File: config.mk
export PLATFORM = sky130hd
export DESIGN_NAME = vcp_prio_control
export DESIGN_NICKNAME = d
export VERILOG_FILES = /design/src/vcp_pkg.sv /design/src/vcp_prio_split.sv /design/src/vcp_eoi_ctl.sv /design/src/vcp_prio_control.sv
export SDC_FILE = /design/constraint.sdc
export NUM_CORES = 1
export LEC_CHECK = 0
export BUFFER_PORTS_ARGS = -buffer_cell sky130_fd_sc_hd__buf_2
export CAP_MARGIN = 20
export CORE_MARGIN = 2
export CORE_UTILIZATION = 36
export DETAILED_ROUTE_END_ITERATION = 8
export PLACE_DENSITY = 0.77
export SLEW_MARGIN = 20
export SYNTH_ARGS = -nofsm -noshare
export SYNTH_HDL_FRONTEND = slang
export SYNTH_SLANG_ARGS = --single-unit
File: constraint.sdc
create_clock -name clk -period 1.8 [get_ports clk]
set_input_delay 0.27 -clock clk [delete_from_list [all_inputs] [get_ports clk]]
set_output_delay 0.27 -clock clk [all_outputs]
set_load 0.1 [all_outputs]
File: src/vcp_pkg.sv
// Constants and types of the virtual interface priority control block
package vcp_pkg;

    // ******************************************************
    // Implementation choices
    // ******************************************************
    localparam int         PRI_BITS   = 5;
    localparam logic [2:0] PRI_FIELD  = 3'(PRI_BITS - 1);
    localparam logic [2:0] ID_W16     = 3'h0;
    localparam logic [2:0] ID_W24     = 3'h1;
    localparam logic [2:0] ID_FIELD   = ID_W16;
    localparam logic       SERR_VAL   = 1'b0;

    // ******************************************************
    // Binary point limits and reset values
    // ******************************************************
    localparam logic [2:0] BP0_MIN  = 3'((PRI_BITS >= 7) ? 0 : 7 - PRI_BITS);
    localparam logic [2:0] BP1_RST  = BP0_MIN + 3'h1;
    localparam logic [2:0] BP_MAX   = 3'h7;
    localparam logic       EOIM_RST = 1'b0;
    localparam logic       CMBP_RST = 1'b0;

    // ******************************************************
    // Access encodings (CRm, op2)
    // ******************************************************
    localparam logic [3:0] CRM_GRP0 = 4'h8;
    localparam logic [3:0] CRM_GRP1 = 4'hc;
    localparam logic [2:0] OP2_BP   = 3'h3;
    localparam logic [2:0] OP2_CTL  = 3'h4;

    // ******************************************************
    // Field positions
    // ******************************************************
    localparam int CTL_SERR   = 14;
    localparam int CTL_ID_LO  = 11;
    localparam int CTL_PRI_LO = 8;
    localparam int CTL_EOIM   = 1;
    localparam int CTL_CMBP   = 0;
    localparam int BP_HI      = 2;
    localparam int ID_HI      = 23;
    localparam int ID_EXT_LO  = 16;

    typedef enum logic [1:0] {
        VCP_SEL_NONE,
        VCP_SEL_BP0,
        VCP_SEL_BP1,
        VCP_SEL_CTL
    } vcp_sel_e;

endpackage : vcp_pkg

File: src/vcp_prio_split.sv
// Splits an 8-bit priority into its group priority by binary point
`timescale 1ns/100ps
module vcp_prio_split
    import vcp_pkg::*;
(
    input  wire logic       clk,
    input  wire logic       sys_rst,
    input  wire logic [7:0] prio,
    input  wire logic [2:0] bin_point,
    output logic      [7:0] group_prio
);

    logic [7:0] group_prio_nxt;
    logic [3:0] shift;

    // Keep bits above the point; point 7 leaves no group bits
    always_comb
    begin
        shift          = {1'b0, bin_point} + 4'h1;
        group_prio_nxt = prio & (8'hff << shift);
    end

    always_ff @(posedge clk)
    begin
        if (sys_rst)
            group_prio <= 8'h00;
        else
            group_prio <= group_prio_nxt;
    end

endmodule : vcp_prio_split

File: src/vcp_eoi_ctl.sv
// End-of-interrupt and deactivate handling by mode
`timescale 1ns/100ps
module vcp_eoi_ctl
    import vcp_pkg::*;
(
    input  wire logic        clk,
    input  wire logic        sys_rst,
    input  wire logic        eoi_mode,
    input  wire logic        eoi_g0_wr,
    input  wire logic        eoi_g1_wr,
    input  wire logic        dir_wr,
    input  wire logic [31:0] wdata,
    output logic             prio_drop,
    output logic             prio_drop_g1,
    output logic             deact,
    output logic             dir_unpred,
    output logic      [23:0] irq_id
);

    logic        prio_drop_nxt;
    logic        prio_drop_g1_nxt;
    logic        deact_nxt;
    logic        dir_unpred_nxt;
    logic [23:0] irq_id_nxt;

    // Mode 0 ends and deactivates; mode 1 splits the two
    always_comb
    begin
        prio_drop_nxt    = eoi_g0_wr | eoi_g1_wr;
        prio_drop_g1_nxt = eoi_g1_wr & ~eoi_g0_wr;
        deact_nxt        = eoi_mode ? dir_wr
                                    : (eoi_g0_wr | eoi_g1_wr);
        dir_unpred_nxt   = ~eoi_mode & dir_wr;
        irq_id_nxt       = wdata[ID_HI:0];
        if (ID_FIELD == ID_W16)
            irq_id_nxt[ID_HI:ID_EXT_LO] = 8'h00;
    end

    always_ff @(posedge clk)
    begin
        if (sys_rst)
        begin
            prio_drop    <= 1'b0;
            prio_drop_g1 <= 1'b0;
            deact        <= 1'b0;
            dir_unpred   <= 1'b0;
            irq_id       <= 24'h000000;
        end
        else
        begin
            prio_drop    <= prio_drop_nxt;
            prio_drop_g1 <= prio_drop_g1_nxt;
            deact        <= deact_nxt;
            dir_unpred   <= dir_unpred_nxt;
            irq_id       <= irq_id_nxt;
        end
    end

endmodule : vcp_eoi_ctl

File: src/vcp_prio_control.sv
// Virtual interface binary points, control register, routing and traps
`timescale 1ns/100ps
module vcp_prio_control
    import vcp_pkg::*;
(
    input  wire logic        clk,
    input  wire logic        sys_rst,
    input  wire logic        sr_req,
    input  wire logic        sr_wr,
    input  wire logic [3:0]  sr_crm,
    input  wire logic [2:0]  sr_op2,
    input  wire logic [31:0] sr_wdata,
    input  wire logic        sr_from_guest,
    input  wire logic        fast_irq_route_bit,
    input  wire logic        normal_irq_route_bit,
    input  wire logic        sysreg_enable_bit,
    input  wire logic        trap_all_g0_bit,
    input  wire logic        trap_all_g1_bit,
    input  wire logic        nonsecure_state_bit,
    input  wire logic [7:0]  g0_prio,
    input  wire logic [7:0]  g1_prio,
    input  wire logic        eoi_g0_wr,
    input  wire logic        eoi_g1_wr,
    input  wire logic        dir_wr,
    input  wire logic [31:0] eoi_wdata,
    output logic             sr_ack,
    output logic      [31:0] sr_rdata,
    output logic             sr_virt,
    output logic             sr_phys,
    output logic             sr_trap_guest,
    output logic             sr_trap_hyp,
    output logic      [7:0]  g0_group_prio,
    output logic      [7:0]  g1_group_prio,
    output logic             prio_drop,
    output logic             prio_drop_g1,
    output logic             deact,
    output logic             dir_unpred,
    output logic      [23:0] deact_irq_id
);

    // ******************************************************
    // State and next values
    // ******************************************************
    logic [2:0]  bp0_r;
    logic [2:0]  bp0_nxt;
    logic [2:0]  bp1_r;
    logic [2:0]  bp1_nxt;
    logic        eoim_r;
    logic        eoim_nxt;
    logic        cmbp_r;
    logic        cmbp_nxt;
    logic        ack_nxt;
    logic [31:0] rdata_nxt;
    logic        virt_nxt;
    logic        phys_nxt;
    logic        trap_g_nxt;
    logic        trap_h_nxt;

    vcp_sel_e    sel;
    logic        routed;
    logic        hyp_trap;
    logic        wr_virt;
    logic [2:0]  wbp;
    logic [2:0]  bp1_view;
    logic [31:0] ctl_view;
    logic [2:0]  bp_eff [2];
    logic [7:0]  prio_in [2];
    logic [7:0]  grp_out [2];

    // ******************************************************
    // Access decode, routing and traps
    // ******************************************************

    // Which register the encoding names; anything else is unmapped
    always_comb
    begin
        sel = VCP_SEL_NONE;
        if (sr_crm == CRM_GRP0 && sr_op2 == OP2_BP)
            sel = VCP_SEL_BP0;
        else if (sr_crm == CRM_GRP1 && sr_op2 == OP2_BP)
            sel = VCP_SEL_BP1;
        else if (sr_crm == CRM_GRP1 && sr_op2 == OP2_CTL)
            sel = VCP_SEL_CTL;
    end

    // Routing bits pick the virtual or the physical copy
    always_comb
    begin
        unique case (sel)
            VCP_SEL_BP0: routed = fast_irq_route_bit;
            VCP_SEL_BP1: routed = normal_irq_route_bit;
            VCP_SEL_CTL: routed = fast_irq_route_bit
                                | normal_irq_route_bit;
            VCP_SEL_NONE: routed = 1'b0;
        endcase
    end

    // Hypervisor traps apply in the non-secure state only
    always_comb
    begin
        hyp_trap = nonsecure_state_bit
                 & ((sel == VCP_SEL_BP0 & trap_all_g0_bit)
                  | (sel == VCP_SEL_BP1 & trap_all_g1_bit));
    end

    // Outcome of this access; the enable trap outranks the others
    always_comb
    begin
        trap_g_nxt = 1'b0;
        trap_h_nxt = 1'b0;
        virt_nxt   = 1'b0;
        phys_nxt   = 1'b0;
        if (sr_req && sel != VCP_SEL_NONE)
        begin
            if (sr_from_guest && !sysreg_enable_bit)
                trap_g_nxt = 1'b1;
            else if (sr_from_guest && hyp_trap)
                trap_h_nxt = 1'b1;
            // Secure state has no virtual copies, whatever the routing
            else if (sr_from_guest && nonsecure_state_bit && routed)
                virt_nxt = 1'b1;
            else
                phys_nxt = 1'b1;
        end
        ack_nxt = sr_req;
        wr_virt = virt_nxt & sr_wr;
    end

    // ******************************************************
    // Read views
    // ******************************************************

    // Common point makes group 1 read as group 0 plus one, held at 7
    always_comb
    begin
        if (cmbp_r)
            bp1_view = (bp0_r == BP_MAX) ? BP_MAX
                                         : bp0_r + 3'h1;
        else
            bp1_view = bp1_r;
    end

    // Reserved bits read zero; identity fields are constants
    always_comb
    begin
        ctl_view                          = 32'h00000000;
        ctl_view[CTL_SERR]                = SERR_VAL;
        ctl_view[CTL_ID_LO+2:CTL_ID_LO]   = ID_FIELD;
        ctl_view[CTL_PRI_LO+2:CTL_PRI_LO] = PRI_FIELD;
        ctl_view[CTL_EOIM]                = eoim_r;
        ctl_view[CTL_CMBP]                = cmbp_r;
    end

    // Only virtual reads return data; others answer zero
    always_comb
    begin
        rdata_nxt = 32'h00000000;
        if (virt_nxt && !sr_wr)
        begin
            unique case (sel)
                VCP_SEL_BP0: rdata_nxt[BP_HI:0] = bp0_r;
                VCP_SEL_BP1: rdata_nxt[BP_HI:0] = bp1_view;
                VCP_SEL_CTL: rdata_nxt = ctl_view;
                VCP_SEL_NONE: rdata_nxt = 32'h00000000;
            endcase
        end
    end

    // ******************************************************
    // Register writes
    // ******************************************************

    // Upper write bits are dropped; a point stores its 3-bit field raised to its minimum (group 1 not while common point is set), the control register bits 1 and 0
    always_comb
    begin
        wbp      = sr_wdata[BP_HI:0];
        bp0_nxt  = bp0_r;
        bp1_nxt  = bp1_r;
        eoim_nxt = eoim_r;
        cmbp_nxt = cmbp_r;
        if (wr_virt)
        begin
            unique case (sel)
                VCP_SEL_BP0:
                    bp0_nxt = (wbp < BP0_MIN) ? BP0_MIN : wbp;
                VCP_SEL_BP1:
                    if (!cmbp_r)
                        bp1_nxt = (wbp < BP1_RST) ? BP1_RST
                                                  : wbp;
                VCP_SEL_CTL:
                begin
                    eoim_nxt = sr_wdata[CTL_EOIM];
                    cmbp_nxt = sr_wdata[CTL_CMBP];
                end
                VCP_SEL_NONE: ;
            endcase
        end
    end

    // Resets: minimum point for group 0, one above for group 1
    always_ff @(posedge clk)
    begin
        if (sys_rst)
        begin
            bp0_r         <= BP0_MIN;
            bp1_r         <= BP1_RST;
            eoim_r        <= EOIM_RST;
            cmbp_r        <= CMBP_RST;
            sr_ack        <= 1'b0;
            sr_rdata      <= 32'h00000000;
            sr_virt       <= 1'b0;
            sr_phys       <= 1'b0;
            sr_trap_guest <= 1'b0;
            sr_trap_hyp   <= 1'b0;
        end
        else
        begin
            bp0_r         <= bp0_nxt;
            bp1_r         <= bp1_nxt;
            eoim_r        <= eoim_nxt;
            cmbp_r        <= cmbp_nxt;
            sr_ack        <= ack_nxt;
            sr_rdata      <= rdata_nxt;
            sr_virt       <= virt_nxt;
            sr_phys       <= phys_nxt;
            sr_trap_guest <= trap_g_nxt;
            sr_trap_hyp   <= trap_h_nxt;
        end
    end

    // ******************************************************
    // Preemption split per group
    // ******************************************************

    // Common point hands group 0's point to group 1 as well
    always_comb
    begin
        bp_eff[0]  = bp0_r;
        bp_eff[1]  = cmbp_r ? bp0_r : bp1_r;
        prio_in[0] = g0_prio;
        prio_in[1] = g1_prio;
    end

    for (genvar g = 0; g < 2; g++)
    begin : g_split
        vcp_prio_split u_split (
            .clk        (clk),
            .sys_rst    (sys_rst),
            .prio       (prio_in[g]),
            .bin_point  (bp_eff[g]),
            .group_prio (grp_out[g])
        );
    end

    assign g0_group_prio = grp_out[0];
    assign g1_group_prio = grp_out[1];

    // ******************************************************
    // End of interrupt and deactivation
    // ******************************************************

    // Mode bit from the virtual control register steers it
    vcp_eoi_ctl u_eoi (
        .clk          (clk),
        .sys_rst      (sys_rst),
        .eoi_mode     (eoim_r),
        .eoi_g0_wr    (eoi_g0_wr),
        .eoi_g1_wr    (eoi_g1_wr),
        .dir_wr       (dir_wr),
        .wdata        (eoi_wdata),
        .prio_drop    (prio_drop),
        .prio_drop_g1 (prio_drop_g1),
        .deact        (deact),
        .dir_unpred   (dir_unpred),
        .irq_id       (deact_irq_id)
    );

endmodule : vcp_prio_control

# Yosys cells after proc, flatten, opt, wreduce, memory -nomap -nowiden
# Cells that the tools add are included.
[totals]
reg_bits = 89
output_inout_bits = 81
ramBits = 0
latchBits = 0
n_memories = 0
inputBits = 101
elab_cells = 88
mem_bits_ro = 0
[classes]
addsub = 3
order_cmp = 2
shift = 2
reduce_logical = 20
mux = 19
div_mod_pow = 0
n_bitwise = 16
n_eq_ne = 8
mul = 0
[op_table]
columns = ["op", "count"]
rows = [
  ["8-bit AND", 2],
  ["8-bit by 4-bit << shifter with 8-bit output, first input constant", 2],
  ["3-bit two-way mux", 5],
  ["3-bit case mux with 4 select lines", 1],
  ["1-bit logical AND", 9],
  ["3-bit by 1-bit adder with 4-bit output, second input constant", 2],
  ["4-bit equality test, second input constant", 2],
  ["1-bit two-way mux", 8],
  ["8-bit two-way mux", 1],
  ["1-bit AND", 6],
  ["3-bit equality test, second input constant", 2],
  ["3-bit by 2-bit less-than comparator with 1-bit output, second input constant", 2],
  ["2-bit two-way mux", 3],
  ["1-bit NOT", 5],
  ["2-bit equality test, second input constant", 2],
  ["1-bit case mux with 4 select lines", 1],
  ["2-bit AND reduction", 2],
  ["2-bit OR reduction", 2],
  ["4-bit OR reduction", 1],
  ["3-bit by 1-bit adder with 3-bit output, second input constant", 1],
  ["3-bit by 2-bit equality test with 1-bit output, second input constant", 1],
  ["1-bit bitwise OR", 3],
  ["3-bit AND reduction", 1],
  ["3-bit OR reduction", 1],
  ["4 further kinds", 5],
]

# Longest topological paths before layout
[depth]
depth_word = 16
mapped_depth = 6
mapped_depth_nobuf = 6

# Modules after synthesis
# A second synthesis with hierarchy kept.
[unflattened]
cells_unflattened = 233
hier_area_um2 = 2504.9
[by_module_without_submodules]
columns = ["mod", "cells_per_inst", "n_inst", "area_per_inst_um2", "seq_area_each_um2"]
rows = [
  ["vcp_prio_control", 131, 1, 1219.9, 340.3],
  ["vcp_eoi_ctl", 54, 1, 656.9, 400.4],
  ["vcp_prio_split", 24, 2, 314.1, 160.2],
]

# Worst setup path after synthesis
# No wires, ideal clock.
[synth_timing]
path_kind = "input to register"
start = "input port sr_crm[1]"
end = "register sr_rdata[0]"
path_slack_ns = 0.076
setup_ns = 0.103
n_path_buf = 1
cell_stages = 5
t_required_ns = 1.697
arrival_ns = 1.621
cell_sequence = "or3b_1 buf_6 a2111oi_4 nand4_2 a2111oi_2"
[synth_via]
elab_chain_len = 16
word_cells_on_any_way = 29
classes_between = "eq/ne (5); mux (9); bitwise (5); reduce/logical (10)"
[synth_rtl]
columns = ["element", "line", "source"]
rows = [
  ["start: declaration", "vcp_prio_control.sv:10", "input wire logic [3:0] sr_crm,"],
  ["4-bit equality test", "vcp_prio_control.sv:80, vcp_prio_control.sv:82", ""],
  ["1-bit logical AND", "vcp_prio_control.sv:82", "else if (sr_crm == CRM_GRP1 && sr_op2 == OP2_CTL)"],
  ["2-bit two-way mux", "vcp_prio_control.sv:82", ""],
  ["2-bit two-way mux", "vcp_prio_control.sv:80", "else if (sr_crm == CRM_GRP1 && sr_op2 == OP2_BP)"],
  ["2-bit two-way mux *", "vcp_prio_control.sv:78", "if (sr_crm == CRM_GRP0 && sr_op2 == OP2_BP)"],
  ["2-bit by 1-bit equality test with 1-bit output / 2-bit equality test (equally long branches)", "--", ""],
  ["1-bit AND (on tied branches)", "vcp_prio_control.sv:102, vcp_prio_control.sv:103", ""],
  ["1-bit bitwise OR", "vcp_prio_control.sv:103", "| (sel == VCP_SEL_BP1 & trap_all_g1_bit));"],
  ["1-bit AND", "vcp_prio_control.sv:102", "& ((sel == VCP_SEL_BP0 & trap_all_g0_bit)"],
  ["1-bit logical AND", "vcp_prio_control.sv:117", "else if (sr_from_guest && hyp_trap)"],
  ["1-bit two-way mux", "vcp_prio_control.sv:117", ""],
  ["1-bit two-way mux", "vcp_prio_control.sv:115", "if (sr_from_guest && !sysreg_enable_bit)"],
  ["1-bit two-way mux", "vcp_prio_control.sv:113", "if (sr_req && sel != VCP_SEL_NONE)"],
  ["1-bit logical AND", "vcp_prio_control.sv:158", "if (virt_nxt && !sr_wr)"],
  ["1-bit NOT (no line)", "--", ""],
  ["2-bit OR reduction (no line)", "--", ""],
  ["end signal: assignment", "vcp_prio_control.sv:223", "sr_rdata <= rdata_nxt;"],
  ["end: declaration", "vcp_prio_control.sv:27", "output logic [31:0] sr_rdata,"],
]
# Mark *: on every way between the ends. The rest lies on a longest branch, timed or not.
# A chain may end at the register's enable or synchronous reset.

# Worst setup path after layout
[layout_timing]
start = "register cmbp_r"
end = "register g_split[1].u_split.group_prio[2]"
[layout_via]
elab_chain_len = 4
[layout_rtl]
columns = ["element", "line", "source"]
rows = [
  ["start: declaration", "vcp_prio_control.sv:50", "logic cmbp_r;"],
  ["start signal: assignment", "vcp_prio_control.sv:221", "cmbp_r <= cmbp_nxt;"],
  ["3-bit two-way mux", "vcp_prio_control.sv:239", "bp_eff[1] = cmbp_r ? bp0_r : bp1_r;"],
  ["3-bit by 1-bit adder with 4-bit output", "vcp_prio_split.sv:19", "shift = {1'b0, bin_point} + 4'h1;"],
  ["8-bit by 4-bit << shifter with 8-bit output", "vcp_prio_split.sv:20", "group_prio_nxt = prio & (8'hff << shift);"],
  ["8-bit AND", "vcp_prio_split.sv:20", ""],
  ["end signal: assignment", "vcp_prio_split.sv:28", "group_prio <= group_prio_nxt;"],
  ["end: declaration", "vcp_prio_split.sv:10", "output logic [7:0] group_prio"],
]
# No other way between the ends.

==> flow_summary.yaml <==
outcome:
  outcome: "finished, final reports clean"
synth:
  netlist_top_cells_area: "dfxtp_1, buf_4, nor2b_1"
  ys_seq_area_share_pct: 44.9
  synthCells: 238
  synth_edf_count: 0
  synth_warnings: 0
  synth_fa_ha_area_share_pct: 4.76
  synthSimpleGateAreaFrac_pct: 23.0
  ys_types: 41
  synth_common_cells: "dfxtp_1, buf_4, nor2b_1, nor2_1"
  syn_avg_cell_area_um2: 9.94
  synth_most_common_cell: "dfxtp_1"
  synth_top_cell_by_area: "dfxtp_1"
  synth_mux_area_share_pct: 6.19
  synth-compound-area-share_pct: 6.56
  netlist.area_leader.share_pct: 44.9
  async_flop_share_pct: 0
  synth_top_family_by_area: "simple AND/OR/NAND/NOR gates"
  ys_ff_latch: 53
  synth_xor_xnor_area_share_pct: 0
  synth_ff_type: "dfxtp_1"
  synth_area_mm2: 0.00236
power:
  p_leak_nw: 1.51
  total_power_mw: 2.69
  cellPowerDensity_mw_per_mm2: 896
  ir_drop_mv: 0.443
timing:
  fin_crit_ns: 1.71
  slew_violations: 0
  finalCritPeriodShare_pct: 94.8
  fin_setup_tns_ns: 0
  setup_violations: 0
  finClkSkew_ns: 0.00731
  hold_viol_final: 0
  clock.fmax_ghz: 0.586
  rsz0062_at_grt: "false"
cts:
  cts_root_buffer: "clkbuf_8"
  h-tree-depth: 2
  cts_buffers: 5
  path_clk_slew_ns: 0.10
  insertion_delay_ns: 0.31
  cts.path.max_buffers: 2
  tritoncts: "done"
  cts.sinks: 53
min_path:
  min_from: "eoi_g0_wr"
  hold_depth: 2
  worst_hold_path_type: "in2reg"
floorplanning:
  fp.dieW_um: 85.1
  core-area_mm2: 0.00635
  row_count: 29
  die_area_mm2: 0.00723
  io_pins: 182
  start_util_pct: 37.2
  die_h_um: 85.1
global_route:
  antenna_found_initial: 0
  met2_usage_pct: 22.9
  grt_overflow: 0
  met1_usage_pct: 14.1
  grt_usage_pct: 12.9
  use_met3_pct: 4.28
  busiest_layer: "met2"
  grt_first_pass_wirelength_um: 7570
  grt_max_degree: 24
  grt_pass1_vias: 1773
final_layout:
  final_cells: 432
  antenna_cells: 0
  fin_util_pct: 47.3
  register_area_mm2: 0.00106
  n_fill_cell: 582
  multi_input_area_mm2: 0.00109
  layout-drive-gt1-share_pct: 38.6
  final_cell_area_mm2: 0.00300
  nNetsFinal: 464
  area_delta_synth_final_pct: 26.9
drt:
  drtIter0Drc: 58
  post_drt_wl_per_cell_um: 11.0
  wirelength_um: 4730
  drtAntennaViolNets: 0
  drc: 0
  drtPass1Iterations: 4
  vias: 1907
  vias_per_cell: 4.41
worst_setup_path:
  cp_num_cells: 5
  crit_top_cell: "ha_1"
  end_kind: "flip-flop"
  path_delay_family: "adder cells"
  crit_required_ns: 2.05
  path_buf_inv: 0
  cpPeakStageDelay_ns: 0.41
  path_cells: "mux2_2 > ha_1 > ha_1 > nor2b_2 > and3b_1"
  rrSetupSlack_ns: 0.09
  r2r-start: "cmbp_r"
  cp_slowest_cell: "dfxtp_1"
  startpoint_type: "flip-flop"
  cp.arrival_ns: 1.96
  reg2regPathDepth: 5
  critical_path_class: "reg2reg"
  crit_path_max_fanout: 4
  crit_start: "cmbp_r"
placement:
  dp_hpwl_um: 3790
  io_buffers: 100
  dpl_cell_area_mm2: 0.00291
  gp_congestion: 0.841
  dp.cells: 424
flow_run:
  cap_violations: 0
[per-stage QoR]
step / worst slack (ns) / hold WS [ns]
5_1_grt: 0.00432 / 0.121
3_5_place_dp: -0.0692 / 0.453
2_1_floorplan: 0.0759 / 0.339
6_report: 0.0934 / 0.129
3_3_place_gp: -0.0596 / 0.447
4_1_cts: 0.0464 / 0.116
[layout make-up]
type / count / area share, %
inverters: 8 / 1.00
well taps: 77 / 3.21
clock buffers: 5 / 2.29
clock inverters: 3 / 0.750
multi-input cells: 169 / 36.5
repair buffers: 117 / 20.9
flip-flops and latches: 53 / 35.3
[worst paths after layout]
kind | end
max | g_split[1].u_split.group_prio[2]
min | u_eoi.prio_drop_g1
max reg2reg | g_split[1].u_split.group_prio[2]
min reg2reg | bp1_r[2]
[layout by cell type, fill, tap and decap left out, types with 4 or more instances in the layout]
master    count
clkbuf_8      5
mux2i_1       9
buf_4        17
and3_1        7
inv_1         8
nand2_1       9
mux2_2        4
conb_1       36
buf_2       100
o21ai_0       4
dfxtp_1      53
nor3b_1       8
nor2_1       15
ha_1          9
nor4_1        4
nand2b_1      9
nor2b_1      18
nand4_1       4
[repair_timing]
action,in CTS,in global routing
endpoints found under the hold margin,0,0
setup buffers,0,0
gates resized for setup,0,1
hold buffers,0,0
setup endpoints to repair,0,3
[power by group]
part / leakage (nW) / switching (mW) / internal (mW)
Sequential: 0.435 / 0.00682 / 1.21
Combinational: 1.04 / 0.678 / 0.118
Clock: 0.0364 / 0.406 / 0.274
Total: 1.51 / 1.09 / 1.60
[flip-flops by register name, summed over array words and instances, names as in the netlist, 3 cells and up]
| signal | cells |
|---|---|
| bp0_r | 3 |
| bp1_r | 3 |
| g_split.u_split.group_prio | 16 |
| sr_rdata | 4 |
| u_eoi.irq_id | 16 |
[metal layers]
layer / vias up / part of all wire (%)
li1: 963 / -
met1: 859 / 41
met2: 79 / 48
met3: 6 / 9.1
met4: 0 / 1.5
met5: - / 0
[cell families after synthesis]
kind of cell | Yosys count
and+or+nand+nor | 91
DFF | 53
buffers and inverters | 51
AOI/OAI and AO/OA | 19
muxes | 14
adders and majority gates | 9
other | 1
Note: power is estimated with default switching activity, not from simulation.
